File: src/common/cfs_pkg.sv
// cpu frequency select register block: shared constants.
// assumes a byte-wide register port fed by an outside smbus engine.
package cfs_pkg;

  // ==========================================================
  // byte addresses
  localparam logic [7:0] ADDR_MULT = 8'h0d;
  localparam logic [7:0] ADDR_DIV = 8'h0e;
  localparam logic [7:0] ADDR_STRAP = 8'h0f;
  localparam logic [7:0] ADDR_TEST_A = 8'h10;
  localparam logic [7:0] ADDR_TEST_B = 8'h11;
  localparam logic [7:0] ADDR_RSEL = 8'h12;

  // ==========================================================
  // field positions
  localparam int DIV_EN_BIT = 7;
  localparam int BYPASS_BIT = 7;
  localparam int STRAP_LSB = 3;

  // ==========================================================
  // reset values
  localparam logic [7:0] MULT_RST = 8'h00;
  localparam logic [7:0] DIV_RST = 8'h00;
  localparam logic [2:0] STRAP_TEST_RST = 3'h3;
  localparam logic [7:0] VTEST_RST = 8'h00;
  localparam logic [7:0] RSEL_RST = 8'h00;
  localparam logic [4:0] STRAP_RST = 5'h00;

  // ==========================================================
  // pll gear constant in units of 1e-5 mhz, rates in 0.1 mhz
  localparam logic [22:0] GEAR_E5 = 23'h4940e5;
  localparam logic [7:0] FREQ_OFS = 8'h03;
  localparam logic [13:0] E5_PER_TENTH = 14'h2710;

  // ==========================================================
  // post-load pipeline depth: write edge to load pulse
  localparam int LOAD_LAT = 2;

endpackage : cfs_pkg

File: src/cfs_regs.sv
// cpu frequency select registers with the rate lookup table.
// assumes a byte port from an smbus engine that strobes whole bytes
// only, straps stable around reset release, and a 25 mhz clk.
`timescale 1ns/1ps

// Operation
// - bit 7 of divisor byte enables programmable cpu rate, resets to 0.
// - when enabled, cpu rate comes from multiplier n and divisor m.
// - every write of the divisor byte starts loading a new cpu rate.
// - bypass clear: group ratio follows latched rate straps.
// - bypass set: group ratio follows software select field.
// - strap byte bits 7..3 show latched straps, read only.
// - each 5-bit code maps to fixed cpu, mid and pci rates.
// - every code uses one pll gear constant fed to the computation.
// - programmed cpu rate equals gear times (n+3) over (m+3).
// - disabled: all rates from straps or select field per bypass.
module cfs_regs
  import cfs_pkg::*;
(
  input wire logic clk,
  input wire logic rstn,
  input wire logic [4:0] rateStraps,
  input wire logic [7:0] regAddr,
  input wire logic regWrEn,
  input wire logic [7:0] regWrData,
  output logic [7:0] regRdData,
  output logic [15:0] cpuRate,
  output logic [11:0] midRate,
  output logic [11:0] pciRate,
  output logic [22:0] gearConst,
  output logic freqLoad
);

  // ==========================================================
  // rate lookup: {cpu, mid group, pci} in 0.1 mhz
  function automatic logic [35:0] rateLookup(input logic [4:0] code);
    case (code)
      5'h00: rateLookup = 36'h7d029a14d;
      5'h01: rateLookup = 36'h76c2f817c;
      5'h02: rateLookup = 36'h7082d0168;
      5'h03: rateLookup = 36'h6a42a8154;
      5'h04: rateLookup = 36'h67c29814c;
      5'h05: rateLookup = 36'h640280140;
      5'h06: rateLookup = 36'h5dc2ee177;
      5'h07: rateLookup = 36'h5aa2d516b;
      5'h08: rateLookup = 36'h5782bc15e;
      5'h09: rateLookup = 36'h5502a8154;
      5'h0a: rateLookup = 36'h51428a145;
      5'h0b: rateLookup = 36'h4d826c136;
      5'h0c: rateLookup = 36'h29a29a14d;
      5'h0d: rateLookup = 36'h3e829a14d;
      5'h0e: rateLookup = 36'h49c313189;
      5'h0f: rateLookup = 36'h53529a14d;
      5'h10: rateLookup = 36'h29c29c14e;
      5'h11: rateLookup = 36'h3ea29c14e;
      5'h12: rateLookup = 36'h47e2ff17f;
      5'h13: rateLookup = 36'h53829c14e;
      5'h14: rateLookup = 36'h29c29c14e;
      5'h15: rateLookup = 36'h3ea29c14e;
      5'h16: rateLookup = 36'h44c2dd16f;
      5'h17: rateLookup = 36'h53829c14e;
      5'h18: rateLookup = 36'h41a2bc15e;
      5'h19: rateLookup = 36'h38425812c;
      5'h1a: rateLookup = 36'h35223711b;
      5'h1b: rateLookup = 36'h30c30c186;
      5'h1c: rateLookup = 36'h29a29a14d;
      5'h1d: rateLookup = 36'h3e829a14d;
      5'h1e: rateLookup = 36'h2ee2ee177;
      5'h1f: rateLookup = 36'h53529a14d;
      default: rateLookup = 36'h7d029a14d;
    endcase
  endfunction

  // ==========================================================
  // storage
  logic [7:0] mult_q;
  logic [7:0] div_q;
  logic [2:0] strapTest_q;
  logic [7:0] rsel_q;
  logic [4:0] latched_q;
  logic caught_q;
  logic loadReq_q;
  logic [15:0] progFreq_q;
  logic [7:0] vtest_q [2];

  // ==========================================================
  // decode of the byte port
  logic wrMult;
  logic wrDiv;
  logic wrStrap;
  logic wrRsel;
  logic progEn;
  logic bypass;
  assign wrMult = regWrEn && (regAddr == ADDR_MULT);
  assign wrDiv = regWrEn && (regAddr == ADDR_DIV);
  assign wrStrap = regWrEn && (regAddr == ADDR_STRAP);
  assign wrRsel = regWrEn && (regAddr == ADDR_RSEL);
  assign progEn = div_q[DIV_EN_BIT];
  assign bypass = rsel_q[BYPASS_BIT];

  // ==========================================================
  // rate source selection
  logic [4:0] rateCode;
  logic [35:0] rateEntry;
  assign rateCode = bypass ? rsel_q[4:0] : latched_q;
  assign rateEntry = rateLookup(rateCode);

  // ==========================================================
  // programmed rate: gear*(n+3)/(m+3), scaled to 0.1 mhz
  // one wide divider; area traded for a result in one cycle
  logic [8:0] nPlus;
  logic [7:0] mPlus;
  logic [31:0] progNum;
  logic [31:0] progDen;
  logic [31:0] progQuot;
  logic [15:0] progCalc;
  assign nPlus = {1'b0, mult_q} + {1'b0, FREQ_OFS};
  assign mPlus = {1'b0, div_q[6:0]} + FREQ_OFS;
  assign progNum = 32'(GEAR_E5) * 32'(nPlus);
  assign progDen = 32'(mPlus) * 32'(E5_PER_TENTH);
  assign progQuot = progNum / progDen;
  assign progCalc = progQuot[15:0];

  // ==========================================================
  // read mux; unmapped addresses read zero
  logic [7:0] rdMux;
  always_comb begin
    case (regAddr)
      ADDR_MULT: rdMux = mult_q;
      ADDR_DIV: rdMux = div_q;
      ADDR_STRAP: rdMux = {latched_q, strapTest_q};
      ADDR_TEST_A: rdMux = vtest_q[0];
      ADDR_TEST_B: rdMux = vtest_q[1];
      ADDR_RSEL: rdMux = rsel_q;
      default: rdMux = 8'h00;
    endcase
  end

  // ==========================================================
  // multiplier, divisor and select bytes
  always_ff @(posedge clk or negedge rstn) begin
    if (!rstn) begin
      mult_q <= MULT_RST;
      div_q <= DIV_RST;
      rsel_q <= RSEL_RST;
    end else begin
      if (wrMult) begin
        mult_q <= regWrData;
      end
      if (wrDiv) begin
        div_q <= regWrData;
      end
      if (wrRsel) begin
        rsel_q <= regWrData;
      end
    end
  end

  // ==========================================================
  // strap byte: straps caught once after reset release; writes
  // only reach the low test bits, the strap copy ignores them
  always_ff @(posedge clk or negedge rstn) begin
    if (!rstn) begin
      latched_q <= STRAP_RST;
      caught_q <= 1'b0;
      strapTest_q <= STRAP_TEST_RST;
    end else begin
      if (!caught_q) begin
        latched_q <= rateStraps;
        caught_q <= 1'b1;
      end
      if (wrStrap) begin
        strapTest_q <= regWrData[2:0];
      end
    end
  end

  // ==========================================================
  // vendor test bytes, plain storage
  genvar gi;
  generate
    for (gi = 0; gi < 2; gi++) begin : g_vtest
      logic wrHit;
      assign wrHit = regWrEn && (regAddr == (ADDR_TEST_A + 8'(gi)));
      always_ff @(posedge clk or negedge rstn) begin
        if (!rstn) begin
          vtest_q[gi] <= VTEST_RST;
        end else if (wrHit) begin
          vtest_q[gi] <= regWrData;
        end
      end
    end
  endgenerate

  // ==========================================================
  // frequency load: the port strobes only whole bytes, so the
  // request is raised on the same edge the divisor byte lands
  always_ff @(posedge clk or negedge rstn) begin
    if (!rstn) begin
      loadReq_q <= 1'b0;
      progFreq_q <= 16'h0000;
      freqLoad <= 1'b0;
    end else begin
      loadReq_q <= wrDiv;
      freqLoad <= loadReq_q;
      if (loadReq_q) begin
        progFreq_q <= progCalc;
      end
    end
  end

  // ==========================================================
  // output registers; mid and pci always follow the ratio code
  always_ff @(posedge clk or negedge rstn) begin
    if (!rstn) begin
      cpuRate <= 16'h0000;
      midRate <= 12'h000;
      pciRate <= 12'h000;
      gearConst <= 23'h000000;
      regRdData <= 8'h00;
    end else begin
      cpuRate <= progEn ? progFreq_q : {4'h0, rateEntry[35:24]};
      midRate <= rateEntry[23:12];
      pciRate <= rateEntry[11:0];
      gearConst <= GEAR_E5;
      regRdData <= rdMux;
    end
  end

  logic [35:0] strapEntry;
  logic [35:0] selEntry;
  assign strapEntry = rateLookup(latched_q);
  assign selEntry = rateLookup(rsel_q[4:0]);
endmodule // cfs_regs

File: config.mk
export PLATFORM = sky130hd
export DESIGN_NAME = cfs_regs
export DESIGN_NICKNAME = d
export VERILOG_FILES = /design/src/common/cfs_pkg.sv /design/src/cfs_regs.sv
export SDC_FILE = /design/constraint.sdc
export NUM_CORES = 1
export LEC_CHECK = 0
export BUFFER_PORTS_ARGS = -buffer_cell sky130_fd_sc_hd__buf_2
export CORE_MARGIN = 2
export CORE_UTILIZATION = 45
export CTS_CLUSTER_SIZE = 24
export DETAILED_ROUTE_END_ITERATION = 7
export PLACE_DENSITY = 0.65
export SYNTH_ARGS = -nofsm -noshare
export SYNTH_HDL_FRONTEND = slang
export SYNTH_SLANG_ARGS = --single-unit
File: constraint.sdc
create_clock -name clk -period 181.5 [get_ports clk]
set_input_delay 36.3 -clock clk [delete_from_list [all_inputs] [get_ports clk]]
set_output_delay 36.3 -clock clk [all_outputs]
set_load 0.05 [all_outputs]
Yosys cells after proc, flatten, opt, wreduce, memory -nomap -nowiden
Memory sizes are Yosys's and may differ from the RTL's. Cells that the tools add are included.

Flip-flop bits (word level): 116. Latch bits: 0. Bits in writable memories: 0. ROM bits: 896. Output and inout port bits: 72. Word-level logic and storage cells: 37. Memories kept: 1.

Memories: (no name shown) (words 32, bits a word 28, rd ports 1, clocked after memory_dff 0, wr ports 0, RTL line cfs_regs.sv:37) `case (code)`.

Add/sub/neg operators: 2. Multipliers: 2. Divide/modulo/power cells: 1. Magnitude comparators: 0. Eq/ne operators: 6. Shift operators: 0. Multiplexer cells: 3. Bitwise gates (word level): 0. Reduce and logical (&&, ||, !) cells: 6.

Operators with widths (number): 8-bit case mux with 6 select lines (1); 32-bit by 22-bit divider with 32-bit output (1); 23-bit by 9-bit multiplier with 32-bit output (first input constant) (1); 8-bit by 4-bit equality test with 1-bit output (second input constant) (3); 8-bit by 5-bit equality test with 1-bit output (second input constant) (3); 8-bit by 10-bit multiplier with 18-bit output (second input constant) (1); 16-bit two-way mux (1); 8-bit by 2-bit adder with 9-bit output (second input constant) (1); 7-bit by 2-bit adder with 8-bit output (second input constant) (1); 1-bit logical AND (6); 5-bit two-way mux (1).

Logic depth before layout (Yosys ltp)
Gate-level depths: netlist (run 1).

Depth after elaboration: 3. Gate-level depth with buffers: 400. Depth with buffers taken out: 375.

Worst setup path before layout (run 1)
OpenSTA, ideal clock, no wires.

Path type: register to register. From: register div_q[0]. To: register progFreq_q[0]. Library setup time: 0.133 ns. Data arrival time: 77.521 ns. Data required time: 181.367 ns. Setup slack: 103.845 ns. Stages on the path, launching flop included: 363. Path buffers: 36. Clock period less this slack: 77.655 ns. Cells stage by stage: dfrtp_1 > inv_1 > ha_1 > xor2_1 > inv_1 > ha_1 > ha_1 > inv_1 > fa_1 > fa_1 > inv_1 > fa_1 > a21o_1 > a22o_1 > and3_1 > clkbuf_1 > nor4_2 > o21ai_1 > [327 not listed] > nor2b_1 > o21ai_0 > nand2b_1 > a21oi_1 > nor2b_1 > o21ai_0 > nand2b_1 > a21oi_1 > nor2b_1 > o21ai_0 > nand2b_1 > a21oi_1 > nor2b_1 > o21ai_0 > and4b_1 > o311ai_0 > nor4_1 > a31oi_1.

Word-level cells in the longest chain between the ends: 3.

RTL lines: from (decl) (RTL line cfs_regs.sv:77) `logic [7:0] div_q;`; from (signal assigned) (RTL line cfs_regs.sv:151) `div_q <= regWrData;`; 7-bit by 2-bit adder with 8-bit output (RTL line cfs_regs.sv:118) `assign mPlus = {1'b0, div_q[6:0]} + FREQ_OFS;`; 8-bit by 10-bit multiplier with 18-bit output (RTL line cfs_regs.sv:120) `assign progDen = 32'(mPlus) * 32'(E5_PER_TENTH);`; 32-bit by 22-bit divider with 32-bit output (RTL line cfs_regs.sv:121) `assign progQuot = progNum / progDen;`; to (signal assigned) (RTL line cfs_regs.sv:207) `progFreq_q <= progCalc;`; to (decl) (RTL line cfs_regs.sv:83) `logic [15:0] progFreq_q;`.

No other way between the ends. A chain may end at the register's enable or synchronous reset.

Worst setup path in the final report (run 1)
Ends and elaborated chain as after synthesis.

==> results of run 1 <==
==> area by class of cell <==
cell class / count / area (µm²) / area share
inverter: 184 / 691 / 0.0229
clock inverter: 7 / 91.3 / 0.00302
timing repair buffer: 113 / 661 / 0.0219
sequential: 101 / 2530 / 0.0838
multi-input combinational: 3393 / 25000 / 0.826
tap: 846 / 1060 / 0.0350
clock buffer: 9 / 225 / 0.00746
==> routing by layer <==
| metal | routed length, µm | track usage | part of all wire |
|---|---|---|---|
| met1 | 43000 | 0.386 | 0.47 |
| met2 | 38700 | 0.420 | 0.43 |
| met3 | 6260 | 0.0286 | 0.069 |
| met4 | 2840 | 0.0756 | 0.031 |
| met5 | 0 | 0 | 0 |
==> critical path: cells and delay by family, from the launching register on <==
kind | cells | cell delay [ps]
AO/OA/AOI/OAI | 194 | 46110
XOR/XNOR | 1 | 590
adder cells (fa/ha/maj) | 33 | 10870
buffers and inverters | 15 | 3630
flip-flops | 1 | 350
multiplexers | 7 | 2230
AND/OR/NAND/NOR | 94 | 23560
==> flip-flops by register name, indices dropped and copies added (netlist names) <==
signal and flops:
cpuRate 16, div_q 8, freqLoad 1, latched_q 5, loadReq_q 1, midRate 9
mult_q 8, pciRate 2, progFreq_q 16, regRdData 8, rsel_q 8, strapTest_q 3
vtest_q 16
==> cell usage in the layout, fill, tap and decap left out, drive strengths merged, types with 12 or more instances in the layout <==
cell type | netlist | routed
nand2b | 47 | 47
or2 | 22 | 22
nand4 | 46 | 46
o21a | 153 | 153
fa | 37 | 37
mux2i | 35 | 35
nor2b | 28 | 28
buf | 69 | 113
o211ai | 55 | 55
or3 | 30 | 30
dfrtp | 99 | 99
mux2 | 168 | 168
xor2 | 103 | 103
a21boi | 12 | 12
a211o | 12 | 12
a21oi | 262 | 262
xnor2 | 111 | 111
a31oi | 30 | 30
nor3 | 182 | 182
a22oi | 21 | 21
ha | 478 | 478
o22ai | 13 | 13
and3 | 29 | 29
a221oi | 12 | 12
nand2 | 365 | 365
o21bai | 20 | 20
a2111oi | 12 | 12
a21o | 85 | 85
and2 | 39 | 39
o21ai | 215 | 215
o31ai | 63 | 63
conb | 2 | 20
a211oi | 32 | 32
nor4 | 20 | 20
o2111ai | 16 | 16
nor2 | 350 | 350
inv | 183 | 187
nand3 | 104 | 104
==> cells by family (layout without fill, tap and decap cells) <==
| group | Yosys count | count (layout) | share of synthesized area |
|---|---|---|---|
| simple gates | 1313 | 1313 | 0.219 |
| compound gates | 1126 | 1126 | 0.264 |
| fa+ha+maj | 517 | 517 | 0.235 |
| buf+inv | 323 | 313 | 0.0486 |
| xor+xnor | 214 | 214 | 0.0652 |
| mux | 203 | 203 | 0.0796 |
| flops | 101 | 101 | 0.0880 |
| other cells | 2 | 20 | 0.000261 |
==> through the flow <==
stage                     area [µm²]  utilization
final                          30200        0.479
after global placement         29900        0.474
after CTS                      30200        0.479
after detailed placement       29900        0.474
after floorplan                28800            -
after global routing           30200        0.479
==> how the worst max path moves through the flow <==
stage	from	to	slack, ps	depth (start not counted)
2_1_floorplan	div_q[0]	progFreq_q[0]	103850	362
3_3_place_gp	mult_q[0]	progFreq_q[0]	97390	350
3_5_place_dp	div_q[0]	progFreq_q[0]	95770	344
4_1_cts	div_q[0]	progFreq_q[0]	95450	343
5_1_grt	div_q[0]	progFreq_q[0]	87330	344
6_report	div_q[0]	progFreq_q[0]	93880	344
==> results.md, run 1 <==
- Postcts setup bufs: 0
- Final setup fails: 0
- Ys flop type: dfrtp_1
- Congestion Overflow GR: 0
- Hold slack: 489 ps
- H-tree levels: 3
- Hold-critical path depth: 1
- Mapped Area: 28700 µm²
- Yosys top cell by area: ha_1
- Die Width: 257 µm
- Placeable Area: 63100 µm²
- Number of flops mapped to enable cells by yosys: 0
- Min Tclk post-route: 87620 ps
- Site Rows: 92
- Gp weighted congestion: 0.963
- Worst reg-to-reg path cell count: 344
- Worst path slowest cell: nor3_1
- CTS tree: built
- Final wirelength: 90.7 mm
- Synth top cells by count: ha_1, nand2_1, nor2_1
- Min-delay src: progFreq_q[11]
- Worst-skew pair later-pin latency: 380 ps
- PnR worst setup slack: 93880 ps
- R2R Setup Slk: 93880 ps
- Max Clock Freq: 11.4 MHz
- Kind of critical path: reg2reg
- Resize count post-CTS: 0
- Fin cells: 4653
- Headroom to the max-slew limit: 0.156
- Vias in the first global route: 26500
- CP Capture Type: flip-flop
- Setup TNS: 0 ps
- Global-route wire length before repair: 145 mm
- Least-Margin Pin Slew: 1260 ps
- RSZ-0062 raised after global routing: no
- Async set or reset register ratio after synthesis: 1.00
- Clk pin slew, worst setup/hold paths: 90 ps
- CTS buffer count: 9
- Top cell by count, worst path: o21a_1
- WHS Endpoint: cpuRate[11]
- Final period utilization: 0.483
- Via count: 28500
- CTS Sinks: 101
- Type of origin of the critical path: flip-flop
- Worst Hold Class: reg2reg
- Root Driver: clkbuf_16
- Most numerous cell in the Yosys netlist: ha_1
- Half-perimeter wire length after placement: 72.1 mm
- FILL cells: 6418
- Synth-to-Final Area Change: 5.12%
- Seq/Total Area, Yosys: 0.0880
- Mapped Cells: 3799
- Post-DRT Antenna Nets: 0
- Final Max Tran Viols: 0
- FF-to-FF Start: div_q[0]
- Post-DR vias/cell: 6.13
- CP peak stage delay: 850 ps
- Final #Nets: 4341
- Worst slack at placement: 95770 ps
- Final Hold Vio Count: 0
- Hold-fix buffers, CTS: 0
- Post-synth top area share: 0.208
- Mean area per synthesized cell: 7.56 µm²
- Max cap viols: 0
- Worst endpoint required time: 181760 ps
- Die ar.: 65900 µm²
- Yosys reg bits: 101
- Synth cell types: 119
- Placed cell count: 4637
- Drt pass-1 iters: 6
- CP max FO: 34
- Routed len/inst: 19.5 µm
- Clock Path Buffers: 2
- Cells taking the most area after synthesis: ha_1, dfrtp_1, mux2_2, nand2_1, a21oi_1
- Global-route usage over all layers: 0.268
- I/O pins: 96
- Die height: 257 µm
- Initial antenna violation count: 0
- Port bufs: 76
- Drt drc: 0
- Layout cells sized above 1: 0.0980
- Clk_skew: 18.6 ps
- Largest net degree at the start of global routing: 65
- Initial Util: 0.456
- Critical path arrival: 87880 ps
- DRT iter0 DRCs: 2189
- YS warnings: 0
- RR Endpoint: progFreq_q[0]
- Status: complete, no violations
- Antenna fix cells: 0
Power of run 1 is left out: the tool's default activity adds up to more than one toggle a clock period on the data nets, which glitch-free logic cannot reach.
==> run 2: changes to the inputs <==
- clock period: 181.5 -> 80.7 ns (I/O delays scaled with it)
==> results.md, run 2 (synthesis results as in run 1) <==
- Status: complete, no violations (unchanged)
- Max Clock Freq: 13.1 MHz (was 11.4 MHz)
- Register area: 2530 µm² (about the same)
- Final setup fails: 0 (unchanged)
- Root Driver: clkbuf_16 (unchanged)
- Worst endpoint required time: 80960 ps (was 181760 ps)
- Top cell by count, worst path: o21a_1 (unchanged)
- CP Launch Point: mult_q[0] (was div_q[0])
- Worst-skew pair later-pin latency: 400 ps (was 380 ps)
- CP peak stage delay: 690 ps (was 850 ps)
- Drt pass-1 iters: 6 (unchanged)
- I/O pins: 96 (unchanged)
- CTS tree: built (unchanged)
- R2R Setup Slk: 4330 ps (was 93880 ps)
- Headroom to the max-slew limit: 0.160 (was 0.156)
- H-tree levels: 3 (unchanged)
- Max cap viols: 0 (unchanged)
- Drt drc: 0 (unchanged)
- Critical path arrival: 76630 ps (was 87880 ps)
- Routing usage on met3: 0.0369 (was 0.0286)
- Setup TNS: 0 ps (unchanged)
- Post-DR vias/cell: 6.15 (was 6.13)
- Die Width: 257 µm (unchanged)
- Final #Nets: 4418 (was 4341)
- Largest net degree at the start of global routing: 60 (was 65)
- Site Rows: 92 (unchanged)
- Least-Margin Pin Slew: 1260 ps (about the same)
- Placeable Area: 63100 µm² (unchanged)
- CTS Sinks: 101 (unchanged)
- Congestion Overflow GR: 0 (unchanged)
- FILL cells: 6274 (was 6418)
- Routed len/inst: 20.0 µm (was 19.5 µm)
- Kind of critical path: reg2reg (unchanged)
- Worst reg-to-reg path cell count: 350 (was 344)
- Min Tclk post-route: 76370 ps (was 87620 ps)
- Most common cell after layout, fill and taps aside: ha_1 (unchanged)
- Worst Hold Class: reg2reg (unchanged)
- Clk_skew: 19.5 ps (was 18.6 ps)
- Final period utilization: 0.946 (was 0.483)
- DRT iter0 DRCs: 2440 (was 2189)
- Initial Util: 0.456 (unchanged)
- Gp weighted congestion: 0.994 (was 0.963)
- Met1 GRT Util: 0.393 (was 0.386)
- Via count: 29100 (was 28500)
- Synth-to-Final Area Change: 9.04% (was 5.12%)
- Layout cells sized above 1: 0.138 (was 0.0980)
- Clock Path Buffers: 2 (unchanged)
- Initial antenna violation count: 0 (unchanged)
- FF-to-FF Start: mult_q[0] (was div_q[0])
- Final Max Tran Viols: 0 (unchanged)
- Largest registers: cpuRate: 16 flops, progFreq_q: 16 flops, vtest_q: 16 flops (unchanged)
- Worst path slowest cell: or4b_2 (was nor3_1)
- Commonest non-fill, non-tap cells in the layout: ha_1, nand2_1, nor2_1, a21oi_1, o21ai_0 (unchanged)
- Die ar.: 65900 µm² (unchanged)
- Die height: 257 µm (unchanged)
- Min-delay src: progFreq_q[13] (was progFreq_q[11])
- CTS buffer count: 9 (unchanged)
- Clk pin slew, worst setup/hold paths: 90 ps (about the same)
- Global routing's busiest layer: met2 (unchanged)
- Antenna fix cells: 0 (unchanged)
- Global-route usage over all layers: 0.274 (was 0.268)
- Vias in the first global route: 26700 (was 26500)
- Crit path capture: progFreq_q[0] (unchanged)
- Type of origin of the critical path: flip-flop (unchanged)
- Hold slack: 500 ps (was 489 ps)
- CP Capture Type: flip-flop (unchanged)
- Area occupied by multi-input gates: 25500 µm² (was 25000 µm²)
- Half-perimeter wire length after placement: 73.0 mm (was 72.1 mm)
- Post-DRT Antenna Nets: 0 (unchanged)
- Final wirelength: 94.8 mm (was 90.7 mm)
- CP max FO: 34 (unchanged)
- Met2 Use GR: 0.426 (was 0.420)
- Final Hold Vio Count: 0 (unchanged)
- Port bufs: 76 (unchanged)
- RR Endpoint: progFreq_q[0] (unchanged)
- Global-route wire length before repair: 146 mm (was 145 mm)
run 2: critical path: cells and delay by family, from the launching register on:
family / cells / cell delay [ps]
AOI/OAI and AO/OA: 188 / 39170
and+or+nand+nor: 102 / 21020
adders and majority gates: 33 / 10520
buffers and inverters: 19 / 2770
muxes: 6 / 1950
DFF: 1 / 450
xor gates and xnor gates: 2 / 250
run 2: worst min path at each step:
stage                     slack, ps           to  depth (start not counted)
after global routing            520   vtest_q[9]                          1
after floorplan                 440     freqLoad                          0
final                           500  cpuRate[13]                          1
after CTS                       510  cpuRate[13]                          1
after global placement          480  cpuRate[13]                          1
after detailed placement        490  cpuRate[13]                          1
run 2: area by class of cell:
type | count | share of cell area
Clock buffer | 9 | 0.00719
Clock inverter | 7 | 0.00240
Inverter | 184 | 0.0220
Multi-Input combinational cell | 3397 | 0.814
Sequential cell | 101 | 0.0809
Tap cell | 846 | 0.0338
Timing Repair Buffer | 186 | 0.0397
run 2: per-layer routing:
metal / vias up / routed length (µm)
li1: 14300 / -
met1: 13500 / 43500
met2: 1079 / 40700
met3: 173 / 7590
met4: 0 / 2990
met5: - / 0
run 2: through the flow:
stage | area, µm² | setup slack, ps | instances | utilization
detailed placement | 30100 | -2120 | 4665 | 0.477
finish | 31300 | 4330 | 4730 | 0.497
CTS | 30500 | 190 | 4681 | 0.483
global route | 31300 | -319 | 4730 | 0.497
global placement | 30100 | -655 | 4665 | 0.477
floorplan | 28800 | 3050 | 3817 | -
run 2: repair_timing:
item | CTS | global route
pin swaps | 1 | 25
resized for setup | 19 | 117
cloned | 0 | 4
buffers inserted | 0 | 45
hold buffers | 0 | 0
setup endpoints to repair | 1 | 2
Power of run 2 is left out for the same reason.
